### config.mk
export PLATFORM = sky130hd
export DESIGN_NAME = sfmgr_top
export DESIGN_NICKNAME = d
export VERILOG_FILES = /design/src/core/sfmgr_pkg.sv /design/src/core/sfmgr_sync.sv /design/src/core/sfmgr_top.sv
export VERILOG_INCLUDE_DIRS = /design/src /design/src/core
export SDC_FILE = /design/constraint.sdc
export NUM_CORES = 1
export LEC_CHECK = 0
export BUFFER_PORTS_ARGS = -buffer_cell sky130_fd_sc_hd__buf_2
export CELL_PAD_IN_SITES_DETAIL_PLACEMENT = 0
export CELL_PAD_IN_SITES_GLOBAL_PLACEMENT = 1
export CORE_MARGIN = 3
export CORE_UTILIZATION = 45
export DETAILED_ROUTE_END_ITERATION = 7
export GPL_TIMING_DRIVEN = 0
export PLACE_DENSITY = 0.82
export SYNTH_ARGS = -nofsm -noshare
export SYNTH_HDL_FRONTEND = slang
export SYNTH_SLANG_ARGS = --single-unit
### constraint.sdc
create_clock -name mclk_in -period 10.2 [get_ports mclk_in]
set_input_delay 0.51 -clock mclk_in [delete_from_list [all_inputs] [get_ports mclk_in]]
set_output_delay 0.51 -clock mclk_in [all_outputs]
set_load 0.03 [all_outputs]
### src/core/sfmgr_regs.svh
// register offsets, field positions and reset values of the safety manager block
`ifndef SFMGR_REGS_SVH
`define SFMGR_REGS_SVH

// ----------------------------------------------------------------
// offsets
// ----------------------------------------------------------------
`define SFMGR_OFS_CLOCK_CTRL 12'h000
`define SFMGR_OFS_STATUS 12'h004
`define SFMGR_OFS_ALARM_ZERO 12'h008
`define SFMGR_OFS_ALARM_SEVEN 12'h00C
`define SFMGR_OFS_RUN_ERR 12'h010
`define SFMGR_OFS_RUN_STS 12'h014
`define SFMGR_OFS_PIN_CTRL 12'h018
`define SFMGR_OFS_PORT_IN 12'h01C
`define SFMGR_OFS_IRQ_STATUS 12'h020
`define SFMGR_OFS_IRQ_MASK 12'h024
`define SFMGR_OFS_MEMTEST_STS 12'h028
`define SFMGR_OFS_MEMTEST_CLR 12'h02C
`define SFMGR_ADDR_MEMTEST_ECC 32'hF0063810
`define SFMGR_ADDR_MEMTEST_FAULT 32'hF00638F0

// ----------------------------------------------------------------
// fields and resets
// ----------------------------------------------------------------
`define SFMGR_CLC_DISABLE_BIT 0
`define SFMGR_CLC_RESET 32'h00000000
`define SFMGR_ALARM_SEVEN_RESET 32'h00000003
`define SFMGR_STS_PIN_LEVEL_BIT 0
`define SFMGR_STS_CORE_OFF_BIT 1
`define SFMGR_STS_FLOAT_BIT 2
`define SFMGR_PIN_MODE_LSB 0
`define SFMGR_PIN_ESTOP_EN_BIT 2
`define SFMGR_IRQ_ALARM_BIT 0
`define SFMGR_IRQ_ESTOP_BIT 1
`define SFMGR_IRQ_CORE_OFF_BIT 2
`define SFMGR_IRQ_STBY_FAULT_BIT 3
`define SFMGR_IRQ_W 4
`define SFMGR_TOGGLE_DIV 16'h04E1

`endif

### src/core/sfmgr_pkg.sv
// types of the safety manager block
package sfmgr_pkg;
  typedef enum logic [1:0] {
    SFMGR_SIG_BISTABLE,
    SFMGR_SIG_DUAL_RAIL,
    SFMGR_SIG_TIME_SWITCH,
    SFMGR_SIG_OFF
  } sfmgr_sig_mode_t;
  typedef enum {
    SFMGR_PIN_NORMAL,
    SFMGR_PIN_FAULT,
    SFMGR_PIN_FLOAT
  } sfmgr_pin_state_t;
endpackage

### src/core/sfmgr_sync.sv
// two-flop synchroniser bank for pin inputs
`timescale 1ns/1ps
`default_nettype none
module sfmgr_sync #(
  parameter int W = 1
) (
  // clock and reset
  input wire logic clk_in,
  input wire logic rst_in,
  // data
  input wire logic [W-1:0] d_in,
  output logic [W-1:0] q_out
);
  logic [W-1:0] meta_reg;

  always_ff @(posedge clk_in or posedge rst_in) begin
    if (rst_in) begin
      meta_reg <= '0;
      q_out <= '0;
    end else begin
      meta_reg <= d_in;
      q_out <= meta_reg;
    end
  end
endmodule
`default_nettype wire

### src/core/sfmgr_top.sv
// safety manager alarm flags, clock control and error pin with apb slave
`timescale 1ns/1ps
`default_nettype none
`include "sfmgr_regs.svh"
module sfmgr_top (
  // clock and reset
  input wire logic mclk_in,
  input wire logic sys_rst_in,
  input wire logic por_in,
  // apb
  input wire logic psel_in,
  input wire logic penable_in,
  input wire logic pwrite_in,
  input wire logic [11:0] paddr_in,
  input wire logic [31:0] pwdata_in,
  output logic [31:0] prdata_out,
  output logic pready_out,
  output logic pslverr_out,
  // alarm sources
  input wire logic [31:0] alarm_zero_in,
  input wire logic [31:0] alarm_seven_in,
  input wire logic [31:0] run_err_in,
  input wire logic [31:0] run_sts_in,
  input wire logic stby_fault_in,
  input wire logic memtest40_alarm_in,
  input wire logic clc_upset_in,
  // error output pin
  input wire logic err_pin_in,
  output logic err_pin_out,
  output logic err_pin_oe_out,
  // reactions
  output logic alarm_action_out,
  output logic estop_out,
  output logic irq_out
);
  import sfmgr_pkg::*;

  // ----------------------------------------------------------------
  // pin synchronisers
  // ----------------------------------------------------------------
  logic [3:0] pins_sync;
  sfmgr_sync #(.W(4)) u_sync (
    .clk_in(mclk_in),
    .rst_in(sys_rst_in),
    .d_in({err_pin_in, stby_fault_in, memtest40_alarm_in, clc_upset_in}),
    .q_out(pins_sync)
  );
  logic pin_level;
  logic stby_fault;
  logic mt40_alarm;
  logic clc_upset;
  assign pin_level = pins_sync[3];
  assign stby_fault = pins_sync[2];
  assign mt40_alarm = pins_sync[1];
  assign clc_upset = pins_sync[0];

  // ----------------------------------------------------------------
  // apb decode
  // ----------------------------------------------------------------
  logic wr_en;
  logic rd_en;
  logic ofs_ok;
  assign wr_en = psel_in && penable_in && pwrite_in;
  assign rd_en = psel_in && penable_in && !pwrite_in;
  always_comb begin
    case (paddr_in)
      `SFMGR_OFS_CLOCK_CTRL, `SFMGR_OFS_STATUS, `SFMGR_OFS_ALARM_ZERO,
      `SFMGR_OFS_ALARM_SEVEN, `SFMGR_OFS_RUN_ERR, `SFMGR_OFS_RUN_STS,
      `SFMGR_OFS_PIN_CTRL, `SFMGR_OFS_PORT_IN, `SFMGR_OFS_IRQ_STATUS,
      `SFMGR_OFS_IRQ_MASK, `SFMGR_OFS_MEMTEST_STS, `SFMGR_OFS_MEMTEST_CLR: ofs_ok = 1'b1;
      default: ofs_ok = 1'b0;
    endcase
  end
  logic w_clc;
  logic w_az;
  logic w_ag7;
  logic w_rerr;
  logic w_rsts;
  logic w_pin;
  logic w_mask;
  logic w_mtclr;
  logic r_irq;
  assign w_clc = wr_en && paddr_in == `SFMGR_OFS_CLOCK_CTRL;
  assign w_az = wr_en && paddr_in == `SFMGR_OFS_ALARM_ZERO;
  assign w_ag7 = wr_en && paddr_in == `SFMGR_OFS_ALARM_SEVEN;
  assign w_rerr = wr_en && paddr_in == `SFMGR_OFS_RUN_ERR;
  assign w_rsts = wr_en && paddr_in == `SFMGR_OFS_RUN_STS;
  assign w_pin = wr_en && paddr_in == `SFMGR_OFS_PIN_CTRL;
  assign w_mask = wr_en && paddr_in == `SFMGR_OFS_IRQ_MASK;
  assign w_mtclr = wr_en && paddr_in == `SFMGR_OFS_MEMTEST_CLR;
  assign r_irq = rd_en && paddr_in == `SFMGR_OFS_IRQ_STATUS;

  // ----------------------------------------------------------------
  // clock control
  // ----------------------------------------------------------------
  logic [31:0] clc_reg;
  always_ff @(posedge mclk_in or posedge sys_rst_in) begin
    if (sys_rst_in) begin
      clc_reg <= `SFMGR_CLC_RESET;
    end else if (clc_upset) begin
      // an upset disables the core part and raises the core-off interrupt
      clc_reg[`SFMGR_CLC_DISABLE_BIT] <= 1'b1;
    end else if (w_clc) begin
      clc_reg <= pwdata_in;
    end
  end
  logic core_off;
  assign core_off = clc_reg[`SFMGR_CLC_DISABLE_BIT];

  // ----------------------------------------------------------------
  // alarm flag registers
  // ----------------------------------------------------------------
  logic [31:0] az_reg;
  logic [31:0] ag7_reg;
  logic [31:0] rerr_reg;
  logic [31:0] rsts_reg;
  logic por_seen_reg;
  logic [1:0] por_sync_reg;

  // power-on reset is an async pin; released into this domain by two flops
  always_ff @(posedge mclk_in or posedge sys_rst_in) begin
    if (sys_rst_in) begin
      por_sync_reg <= 2'b00;
    end else begin
      por_sync_reg <= {por_sync_reg[0], por_in};
    end
  end
  always_ff @(posedge mclk_in or posedge sys_rst_in) begin
    if (sys_rst_in) begin
      por_seen_reg <= 1'b0;
    end else begin
      por_seen_reg <= por_sync_reg[1];
    end
  end

  // bitwise clear: one bits clear, new events win over the clear
  always_ff @(posedge mclk_in or posedge sys_rst_in) begin
    if (sys_rst_in) begin
      az_reg <= 32'h00000000;
    end else if (!core_off) begin
      az_reg <= (az_reg & ~(w_az ? pwdata_in : 32'h00000000)) | alarm_zero_in;
    end
  end

  // set by every reset; clear of bits 1:0 held off while memtest 40 still alarms
  always_ff @(posedge mclk_in or posedge sys_rst_in) begin
    if (sys_rst_in) begin
      ag7_reg <= `SFMGR_ALARM_SEVEN_RESET;
    end else if (por_seen_reg) begin
      ag7_reg <= ag7_reg | `SFMGR_ALARM_SEVEN_RESET;
    end else if (!core_off) begin
      ag7_reg <= (ag7_reg & ~((w_ag7 ? pwdata_in : 32'h00000000) &
                 (mt40_alarm ? ~`SFMGR_ALARM_SEVEN_RESET : 32'hFFFFFFFF))) | alarm_seven_in;
    end
  end

  // run-mode flags: zero bits clear, so 0xFFFFFFFB clears flag two only
  always_ff @(posedge mclk_in or posedge sys_rst_in) begin
    if (sys_rst_in) begin
      rerr_reg <= 32'h00000000;
    end else begin
      rerr_reg <= (rerr_reg & (w_rerr ? pwdata_in : 32'hFFFFFFFF)) | run_err_in;
    end
  end
  always_ff @(posedge mclk_in or posedge sys_rst_in) begin
    if (sys_rst_in) begin
      rsts_reg <= 32'h00000000;
    end else begin
      rsts_reg <= (rsts_reg & (w_rsts ? pwdata_in : 32'hFFFFFFFF)) | run_sts_in;
    end
  end

  // ----------------------------------------------------------------
  // alarm reaction
  // ----------------------------------------------------------------
  // reaction follows raw alarms, so a stray clear cannot suppress it
  always_ff @(posedge mclk_in or posedge sys_rst_in) begin
    if (sys_rst_in) begin
      alarm_action_out <= 1'b0;
    end else begin
      alarm_action_out <= !core_off && ((|alarm_zero_in) || (|alarm_seven_in) || (|run_err_in));
    end
  end

  // ----------------------------------------------------------------
  // memtest controller 40 status
  // ----------------------------------------------------------------
  logic [15:0] mt_fault_reg;
  logic [15:0] mt_ecc_reg;
  always_ff @(posedge mclk_in or posedge sys_rst_in) begin
    if (sys_rst_in) begin
      mt_fault_reg <= 16'h0000;
      mt_ecc_reg <= 16'h0000;
    end else if (mt40_alarm) begin
      mt_fault_reg <= 16'h0001;
      mt_ecc_reg <= 16'h0001;
    end else if (w_mtclr) begin
      mt_fault_reg <= mt_fault_reg & pwdata_in[15:0];
      mt_ecc_reg <= mt_ecc_reg & pwdata_in[31:16];
    end
  end

  // ----------------------------------------------------------------
  // error pin
  // ----------------------------------------------------------------
  logic [31:0] pin_ctrl_reg;
  always_ff @(posedge mclk_in or posedge sys_rst_in) begin
    if (sys_rst_in) begin
      pin_ctrl_reg <= 32'h00000000;
    end else if (w_pin) begin
      pin_ctrl_reg <= pwdata_in;
    end
  end
  sfmgr_sig_mode_t sig_mode;
  assign sig_mode = sfmgr_sig_mode_t'(pin_ctrl_reg[`SFMGR_PIN_MODE_LSB +: 2]);

  logic [15:0] div_reg;
  logic toggle_tick;
  always_ff @(posedge mclk_in or posedge sys_rst_in) begin
    if (sys_rst_in) begin
      div_reg <= 16'h0000;
    end else if (div_reg == `SFMGR_TOGGLE_DIV) begin
      div_reg <= 16'h0000;
    end else begin
      div_reg <= div_reg + 16'h0001;
    end
  end
  assign toggle_tick = div_reg == `SFMGR_TOGGLE_DIV;

  sfmgr_pin_state_t pin_state;
  always_ff @(posedge mclk_in or posedge sys_rst_in) begin
    if (sys_rst_in) begin
      pin_state <= SFMGR_PIN_NORMAL;
    end else begin
      case (pin_state)
        SFMGR_PIN_NORMAL: begin
          if (stby_fault) begin
            pin_state <= SFMGR_PIN_FLOAT;
          end else if (|az_reg && !core_off) begin
            pin_state <= SFMGR_PIN_FAULT;
          end
        end
        SFMGR_PIN_FAULT: begin
          if (stby_fault) begin
            pin_state <= SFMGR_PIN_FLOAT;
          end else if (az_reg == 32'h00000000) begin
            pin_state <= SFMGR_PIN_NORMAL;
          end
        end
        SFMGR_PIN_FLOAT: begin
          if (!stby_fault) begin
            pin_state <= SFMGR_PIN_NORMAL;
          end
        end
        default: pin_state <= SFMGR_PIN_NORMAL;
      endcase
    end
  end

  logic pin_float;
  assign pin_float = pin_state == SFMGR_PIN_FLOAT;

  // standby fault releases the pin; external pull defines the level
  always_ff @(posedge mclk_in or posedge sys_rst_in) begin
    if (sys_rst_in) begin
      err_pin_out <= 1'b0;
      err_pin_oe_out <= 1'b0;
    end else begin
      err_pin_oe_out <= !pin_float && sig_mode != SFMGR_SIG_OFF;
      case (sig_mode)
        SFMGR_SIG_BISTABLE: err_pin_out <= pin_state == SFMGR_PIN_NORMAL;
        SFMGR_SIG_DUAL_RAIL, SFMGR_SIG_TIME_SWITCH: begin
          if (pin_state == SFMGR_PIN_FAULT) begin
            err_pin_out <= 1'b0;
          end else if (toggle_tick && !core_off) begin
            // disabled core freezes the toggle, so the monitor sees the stall
            err_pin_out <= !err_pin_out;
          end
        end
        default: err_pin_out <= 1'b0;
      endcase
    end
  end

  // emergency stop from the pin, blocked while it floats
  always_ff @(posedge mclk_in or posedge sys_rst_in) begin
    if (sys_rst_in) begin
      estop_out <= 1'b0;
    end else begin
      estop_out <= pin_ctrl_reg[`SFMGR_PIN_ESTOP_EN_BIT] && !pin_float && !pin_level;
    end
  end

  // ----------------------------------------------------------------
  // interrupts
  // ----------------------------------------------------------------
  logic [`SFMGR_IRQ_W-1:0] irq_sts_reg;
  logic [`SFMGR_IRQ_W-1:0] irq_mask_reg;
  logic [`SFMGR_IRQ_W-1:0] irq_ev;
  assign irq_ev = {stby_fault, core_off, estop_out, alarm_action_out};
  always_ff @(posedge mclk_in or posedge sys_rst_in) begin
    if (sys_rst_in) begin
      irq_sts_reg <= '0;
    end else begin
      irq_sts_reg <= (r_irq ? '0 : irq_sts_reg) | irq_ev;
    end
  end
  always_ff @(posedge mclk_in or posedge sys_rst_in) begin
    if (sys_rst_in) begin
      irq_mask_reg <= '0;
    end else if (w_mask) begin
      irq_mask_reg <= pwdata_in[`SFMGR_IRQ_W-1:0];
    end
  end
  always_ff @(posedge mclk_in or posedge sys_rst_in) begin
    if (sys_rst_in) begin
      irq_out <= 1'b0;
    end else begin
      irq_out <= |(((r_irq ? '0 : irq_sts_reg) | irq_ev) & irq_mask_reg);
    end
  end

  // ----------------------------------------------------------------
  // read mux
  // ----------------------------------------------------------------
  logic [31:0] rd_data;
  logic [31:0] sts_word;
  always_comb begin
    sts_word = 32'h00000000;
    // floating pin is not reported as a valid level
    sts_word[`SFMGR_STS_PIN_LEVEL_BIT] = pin_float ? 1'b0 : pin_level;
    sts_word[`SFMGR_STS_CORE_OFF_BIT] = core_off;
    sts_word[`SFMGR_STS_FLOAT_BIT] = pin_float;
  end
  always_comb begin
    case (paddr_in)
      `SFMGR_OFS_CLOCK_CTRL: rd_data = clc_reg;
      `SFMGR_OFS_STATUS: rd_data = sts_word;
      `SFMGR_OFS_ALARM_ZERO: rd_data = az_reg;
      `SFMGR_OFS_ALARM_SEVEN: rd_data = ag7_reg;
      `SFMGR_OFS_RUN_ERR: rd_data = rerr_reg;
      `SFMGR_OFS_RUN_STS: rd_data = rsts_reg;
      `SFMGR_OFS_PIN_CTRL: rd_data = pin_ctrl_reg;
      `SFMGR_OFS_PORT_IN: rd_data = {31'h00000000, pin_float ? 1'b0 : pin_level};
      `SFMGR_OFS_IRQ_STATUS: rd_data = {28'h0000000, irq_sts_reg};
      `SFMGR_OFS_IRQ_MASK: rd_data = {28'h0000000, irq_mask_reg};
      `SFMGR_OFS_MEMTEST_STS: rd_data = {mt_ecc_reg, mt_fault_reg};
      default: rd_data = 32'h00000000;
    endcase
  end
  always_ff @(posedge mclk_in or posedge sys_rst_in) begin
    if (sys_rst_in) begin
      prdata_out <= 32'h00000000;
      pready_out <= 1'b0;
      pslverr_out <= 1'b0;
    end else begin
      pready_out <= psel_in && !penable_in;
      pslverr_out <= psel_in && !penable_in && !ofs_ok;
      if (psel_in && !penable_in) begin
        prdata_out <= rd_data;
      end
    end
  end
endmodule
`default_nettype wire

# --- Word level (Yosys, flattened, before mapping) ---
# Index checks and enable logic that the tools add are counted.
classes:
  muxes: 27
  n_eq_ne: 24
  n_reduce_logical: 46
  bitwise_logic: 18
  add_sub_neg: 1
ops:
  columns: ["cell", "n"]
  rows:
  - ["$pmux W32 S11", 1]
  - ["$mux W32", 9]
  - ["$and A32 B32 Y32", 5]
  - ["$or A32 B32 Y32", 4]
  - ["$reduce_or A32 Y1", 4]
  - ["$logic_not A32 Y1", 3]
  - ["$pmux W32 S3", 1]
  - ["$mux W16", 5]
  - ["$eq A32 B2 Y1 const B", 2]
  - ["$not A32 Y32", 2]
  - ["$eq A12 B5 Y1 const B", 4]
  - ["$eq A12 B6 Y1 const B", 4]
  - ["$and A16 B16 Y16", 2]
  - ["$eq A32 B1 Y1 const B", 1]
  - ["$eq A32 B3 Y1 const B", 1]
  - ["$eq A12 B4 Y1 const B", 2]
  - ["$logic_and A1 B1 Y1", 20]
  - ["$add A16 B1 Y16 const B", 1]
  - ["$eq A16 B11 Y1 const B", 1]
  - ["$eq A12 B3 Y1 const B", 1]
  - ["$logic_not A12 Y1", 1]
  - ["$reduce_or A12 Y1", 1]
  - ["$logic_not A1 Y1", 7]
  - ["$mux W1", 6]
  - ["other kinds (19)", 28]
totals:
  reg_bits: 330
  elab_cells: 142
  inputBits: 182
  output_inout_bits: 39

# --- Logic depth before layout (Yosys ltp) ---
logic_depth:
  word_depth: 10
  ltp_mapped: 10
  mapped_depth_nobuf: 7

# --- By module ---
# Synthesis repeated with hierarchy kept, for this count alone.
hier_totals:
  cells_unflattened: 1228
  hier_area_um2: 13934.6
modules_own_cells:
  columns: ["module", "seq_area_each_um2", "cells_each", "area_per_inst_um2", "n_inst"]
  rows:
  - ["sfmgr_top", 7309.5, 1219, 13730.7, 1]
  - ["sfmgr_sync", 200.2, 9, 203.9, 1]

# --- Worst setup path after synthesis ---
# No wires, ideal clock.
synth_timing:
  path_kind: "input -> register"
  from: "in paddr_in[4]"
  to: "reg clc_reg[10]"
  path_buffers: 2
  required_time_ps: 10075
  setup_time_ps: 125
  t_arrival_ps: 1966
  cell_stages: 7
  path_slack_ps: 8109
  path_cell_list: "buf_4 > nor4_2 > and2_1 > nand3_1 > nor2_4 > buf_6 > mux2_2"
synth_via:
  elab_chain_len: 3
synth_rtl:
  columns: ["element", "line_no", "rtl"]
  rows:
  - ["start, declared", "sfmgr_top.sv:14", "input wire logic [11:0] paddr_in,"]
  - ["$logic_not A12 Y1", null, null]
  - ["$logic_and A1 B1 Y1 (no source line)", null, null]
  - ["$reduce_and A2 Y1 (no source line)", null, null]
  - ["end signal, assigned", "sfmgr_top.sv:99", "clc_reg <= `SFMGR_CLC_RESET;"]
  - ["end signal, assigned", "sfmgr_top.sv:104", "clc_reg <= pwdata_in;"]
  - ["end, declared", "sfmgr_top.sv:96", "logic [31:0] clc_reg;"]
# No other way between the ends.
# A chain may end at the register's enable or synchronous reset.

# --- Worst setup path after layout ---
layout_timing:
  from: "in paddr_in[1]"
  to: "reg prdata_out[16]"
layout_via:
  elab_chain_len: 2
  elab_cells_between_ends: 12
  cone_classes: "eq/ne (10); mux (1); reduce/logical (1)"
layout_rtl:
  columns: ["element", "line_no", "rtl"]
  rows:
  - ["$eq A12 B6 Y1 (tied with other cells)", "sfmgr_top.sv:336", "case (paddr_in)"]
  - ["$pmux W32 S11 *", "sfmgr_top.sv:336", null]
  - ["end signal, assigned", "sfmgr_top.sv:360", "prdata_out <= rd_data;"]
  - ["end, declared", "sfmgr_top.sv:16", "output logic [31:0] prdata_out,"]
# Every way passes the cells marked *; elsewhere a longest branch is shown, timed or not.

==> flow_results.xml <==
<?xml version="1.0" encoding="UTF-8"?>
<metrics>
  <group name="outcome">
    <metric name="outcome" unit="">finished, final reports clean</metric>
  </group>
  <group name="worst_setup_path">
    <metric name="setup_slack_of_the_worst_register_to_register_path" unit="ns">8.01</metric>
    <metric name="worstSetupEndpointType" unit="">register</metric>
    <metric name="timing.critical_path.from_type" unit="">primary input</metric>
    <metric name="worst_r2r_end" unit="">az_reg[25]$_DFFE_PP0N_</metric>
    <metric name="critical_path.max_fanout" unit="">10</metric>
    <metric name="path_class" unit="">in -&gt; reg</metric>
    <metric name="cp_data_required_time" unit="ns">10.65</metric>
    <metric name="worst_reg2reg_path_length_in_cells" unit="">4</metric>
    <metric name="reg2reg_from" unit="">clc_reg[0]$_DFFE_PP0P_</metric>
    <metric name="timing.critical_path.arrival" unit="ns">3.35</metric>
  </group>
  <group name="layout">
    <metric name="fill_cells" unit="">2666</metric>
    <metric name="area.growth.synth_to_final" unit="%">20.5</metric>
    <metric name="final_cell_count_no_fill" unit="">1909</metric>
    <metric name="fraction_of_final_layout_cells_with_drive_strength_greater_than_1" unit="">0.266</metric>
    <metric name="fin_nets" unit="">1679</metric>
    <metric name="postLayoutCoreUtil" unit="">0.555</metric>
  </group>
  <group name="sta">
    <metric name="report.final.hold_viol_count" unit="">0</metric>
    <metric name="timing.clock.skew" unit="ns">0.00930</metric>
    <metric name="setup_viol" unit="">0</metric>
    <metric name="layout_setup_ws" unit="ns">7.30</metric>
    <metric name="final.setup.tns" unit="ns">0</metric>
    <metric name="timing.final.max_slew_violations" unit="">0</metric>
    <metric name="finalHoldWorstSlack" unit="ns">0.0243</metric>
    <metric name="fin_crit_sh" unit="">0.284</metric>
    <metric name="timing.slew.headroom" unit="">0.0966</metric>
    <metric name="clock.fmax" unit="MHz">345</metric>
    <metric name="final_period_minus_worst_setup_slack" unit="ns">2.90</metric>
    <metric name="worstMarginPinSlew" unit="ns">1.34</metric>
    <metric name="unrepaired_setup_endpoints_after_global_routing" unit="">false</metric>
  </group>
  <group name="power">
    <metric name="p_int" unit="mW">2.07</metric>
    <metric name="comb_power_share" unit="">0.070</metric>
    <metric name="power.static_leakage" unit="nW">7.43</metric>
    <metric name="power_frac_seq" unit="">0.450</metric>
    <metric name="clock_power_share" unit="">0.480</metric>
    <metric name="p_switching" unit="mW">0.648</metric>
    <metric name="ir_drop" unit="uV">99.0</metric>
    <metric name="power_density" unit="nW/um^2">163</metric>
    <metric name="switching_share" unit="">0.238</metric>
  </group>
  <group name="die">
    <metric name="core.rowCount" unit="">63</metric>
    <metric name="initial_utilization" unit="">0.461</metric>
    <metric name="dieArea" unit="um^2">32800</metric>
    <metric name="placeableCoreArea" unit="um^2">30000</metric>
    <metric name="die_x" unit="um">181</metric>
    <metric name="pin_count" unit="">221</metric>
    <metric name="die_h" unit="um">181</metric>
  </group>
  <group name="cts">
    <metric name="cts_setup_buffers" unit="">0</metric>
    <metric name="clock-sinks" unit="">300</metric>
    <metric name="cts.htree.levels" unit="">2</metric>
    <metric name="cts-root-buf" unit="">sky130_fd_sc_hd__clkbuf_16</metric>
    <metric name="clkLatencyLatePin" unit="ns">0.51</metric>
    <metric name="cts.reportedPaths.clkPinSlew" unit="ns">0.06</metric>
    <metric name="ctsHoldBuffers" unit="">0</metric>
    <metric name="cts_resized" unit="">0</metric>
    <metric name="cts_tree" unit="">done</metric>
    <metric name="clock_path_buffers" unit="">3</metric>
    <metric name="cts-buffers-inserted" unit="">35</metric>
  </group>
  <group name="placed_design">
    <metric name="dpl.cell_count" unit="">1845</metric>
    <metric name="portbufs" unit="">218</metric>
    <metric name="hpwl" unit="um">38000</metric>
    <metric name="routabilityCongestion" unit="">0.950</metric>
    <metric name="worst_case_setup_slack_after_placement" unit="ns">7.01</metric>
  </group>
  <group name="worst_hold_path">
    <metric name="min_path_type" unit="">in -&gt; async</metric>
  </group>
  <group name="synth">
    <metric name="postSynthNetCount" unit="">1422</metric>
    <metric name="synth_top_flop_cell" unit="">sky130_fd_sc_hd__dfrtp_1</metric>
    <metric name="ys_types" unit="">69</metric>
    <metric name="synthesis.yosys.warnings" unit="">0</metric>
    <metric name="ys_ff_latch" unit="">300</metric>
    <metric name="post_synth_inst_count" unit="">1235</metric>
    <metric name="synth_edf_count" unit="">0</metric>
    <metric name="synth-async-reset-ratio" unit="">1.00</metric>
    <metric name="synth_seq_area_share" unit="">0.544</metric>
    <metric name="synth.avg_cell_area" unit="um^2">11.2</metric>
    <metric name="synth_area" unit="um^2">13800</metric>
  </group>
  <group name="global_routing">
    <metric name="number_of_global_route_vias_before_repair" unit="">12200</metric>
    <metric name="globalRouteTotalUtil" unit="">0.321</metric>
    <metric name="antenna_found_initial" unit="">3</metric>
    <metric name="grt_start_max_net_pins" unit="">130</metric>
    <metric name="grt_first_pass_wirelength" unit="um">79200</metric>
    <metric name="overflow" unit="">0</metric>
  </group>
  <group name="route">
    <metric name="drt_iter0_drc" unit="">1390</metric>
    <metric name="via_to_cell_ratio" unit="">6.36</metric>
    <metric name="route.detailed.wl_per_inst" unit="um">28.2</metric>
    <metric name="drt_pre_antenna_iters" unit="">5</metric>
    <metric name="route.detailed.drc" unit="">0</metric>
    <metric name="dr_total_vias" unit="">12100</metric>
    <metric name="routed_wl" unit="um">53800</metric>
    <metric name="detail-route-antenna-nets" unit="">0</metric>
  </group>
  <group name="run">
    <metric name="max_cap_viol_count" unit="">0</metric>
  </group>
</metrics>
==> cell type report <==
| class | instances | area (um^2) | share of cell area |
|---|---|---|---|
| Sequential cell | 300 | 7510 | 0.451 |
| Multi-Input combinational cell | 849 | 5830 | 0.350 |
| Timing Repair Buffer | 220 | 1150 | 0.0689 |
| Clock buffer | 55 | 1070 | 0.0645 |
| Tap cell | 390 | 488 | 0.0293 |
| Buffer | 76 | 430 | 0.0259 |
| Clock inverter | 7 | 113 | 0.00677 |
| Inverter | 10 | 45.0 | 0.00271 |
| Antenna cell | 2 | 5.00 | 0.000301 |
==> per-layer routing <==
metal	vias to the layer above	track usage	share of wire
li1	5062	-	-
met5	-	0	0
met4	0	0.127	0.043
met2	753	0.489	0.45
met1	6178	0.442	0.40
met3	143	0.0831	0.11
==> Yosys cell counts, types with 6 or more instances <==
master / n / area share
sky130_fd_sc_hd__a21o_1: 6 / 0.0033
sky130_fd_sc_hd__nand3_1: 22 / 0.0080
sky130_fd_sc_hd__nand2b_1: 71 / 0.032
sky130_fd_sc_hd__a31oi_1: 6 / 0.0027
sky130_fd_sc_hd__nor2_1: 61 / 0.017
sky130_fd_sc_hd__a32oi_1: 6 / 0.0038
sky130_fd_sc_hd__nor4_1: 33 / 0.015
sky130_fd_sc_hd__dfrtp_1: 298 / 0.54
sky130_fd_sc_hd__o22ai_1: 14 / 0.0063
sky130_fd_sc_hd__buf_4: 6 / 0.0033
sky130_fd_sc_hd__clkbuf_1: 37 / 0.010
sky130_fd_sc_hd__o21ai_0: 95 / 0.034
sky130_fd_sc_hd__and3_1: 7 / 0.0032
sky130_fd_sc_hd__nor3b_1: 32 / 0.017
sky130_fd_sc_hd__buf_6: 13 / 0.011
sky130_fd_sc_hd__a22oi_1: 31 / 0.017
sky130_fd_sc_hd__a211oi_1: 9 / 0.0049
sky130_fd_sc_hd__inv_1: 9 / 0.0024
sky130_fd_sc_hd__buf_2: 19 / 0.0069
sky130_fd_sc_hd__mux2_2: 74 / 0.060
sky130_fd_sc_hd__nand4_1: 13 / 0.0059
sky130_fd_sc_hd__nor3_1: 21 / 0.0076
sky130_fd_sc_hd__xnor2_1: 10 / 0.0063
sky130_fd_sc_hd__mux2i_1: 48 / 0.035
sky130_fd_sc_hd__a21oi_1: 17 / 0.0062
sky130_fd_sc_hd__a22o_1: 78 / 0.049
sky130_fd_sc_hd__nand2_1: 115 / 0.031
==> worst max-delay path: stages <==
cell and delay [ns]:
sky130_fd_sc_hd__buf_2 0.13, sky130_fd_sc_hd__buf_2 0.21, sky130_fd_sc_hd__nor3_1 1.08, sky130_fd_sc_hd__nand4_1 0.76, sky130_fd_sc_hd__o22ai_1 0.34, sky130_fd_sc_hd__o21ai_0 0.16, sky130_fd_sc_hd__nand2_1 0.15
==> worst max path at each step <==
stage	from	to	slack, ns	cells after the start
global route	paddr_in[7]	mt_ecc_reg[14]$_DFFE_PP0P_	7.40	9
detailed placement	paddr_in[1]	prdata_out[7]$_DFFE_PP0P_	7.01	7
floorplan	sys_rst_in	ag7_reg[10]$_DFFE_PP0P_	1.40	1
finish	paddr_in[1]	prdata_out[16]$_DFFE_PP0P_	7.30	7
CTS	paddr_in[1]	prdata_out[7]$_DFFE_PP0P_	7.52	7
global placement	sys_rst_in	ag7_reg[15]$_DFFE_PP0P_	-2.05	2
==> cell families (layout without fill, tap and decap cells) <==
group,Yosys count,count (layout),share of synthesized area
compound gates,295,295,0.149
xor+xnor,13,13,0.00825
fa+ha+maj,5,5,0.00453
buf+inv,86,368,0.0339
flops,300,300,0.544
mux,122,122,0.0952
other cells,0,2,0
simple gates,414,414,0.165
==> stage by stage <==
stage	cell area, um^2	total power [mW]
finish	16600	2.72
detailed placement	15400	1.43
floorplan	13800	1.32
global route	16600	2.79
global placement	15400	1.43
CTS	16600	2.72
==> power by group through the flow <==
| stage | registers, mW | logic (mW) | clock network, mW |
|---|---|---|---|
| detailed placement | 1.24 | 0.185 | 0 |
| finish | 1.22 | 0.190 | 1.30 |
| CTS | 1.22 | 0.186 | 1.31 |
| global route | 1.22 | 0.200 | 1.36 |
| floorplan | 1.24 | 0.0790 | 0 |
| global placement | 1.24 | 0.182 | 0 |
==> cell usage in the layout (no fill, tap or decap), drive strengths merged, types with 14 or more instances in the layout <==
master | synthesis | layout
nand3 | 24 | 24
o21ai | 96 | 96
a21oi | 17 | 17
nor2 | 62 | 62
dfrtp | 298 | 298
clkbuf | 38 | 93
mux2i | 48 | 48
mux2 | 74 | 74
nor4 | 36 | 36
buf | 38 | 258
nor3 | 23 | 23
a22oi | 31 | 31
o22ai | 14 | 14
nor3b | 32 | 32
nand2 | 116 | 116
a22o | 78 | 78
nand2b | 71 | 71
No activity file was read; power rests on OpenSTA's default activity.
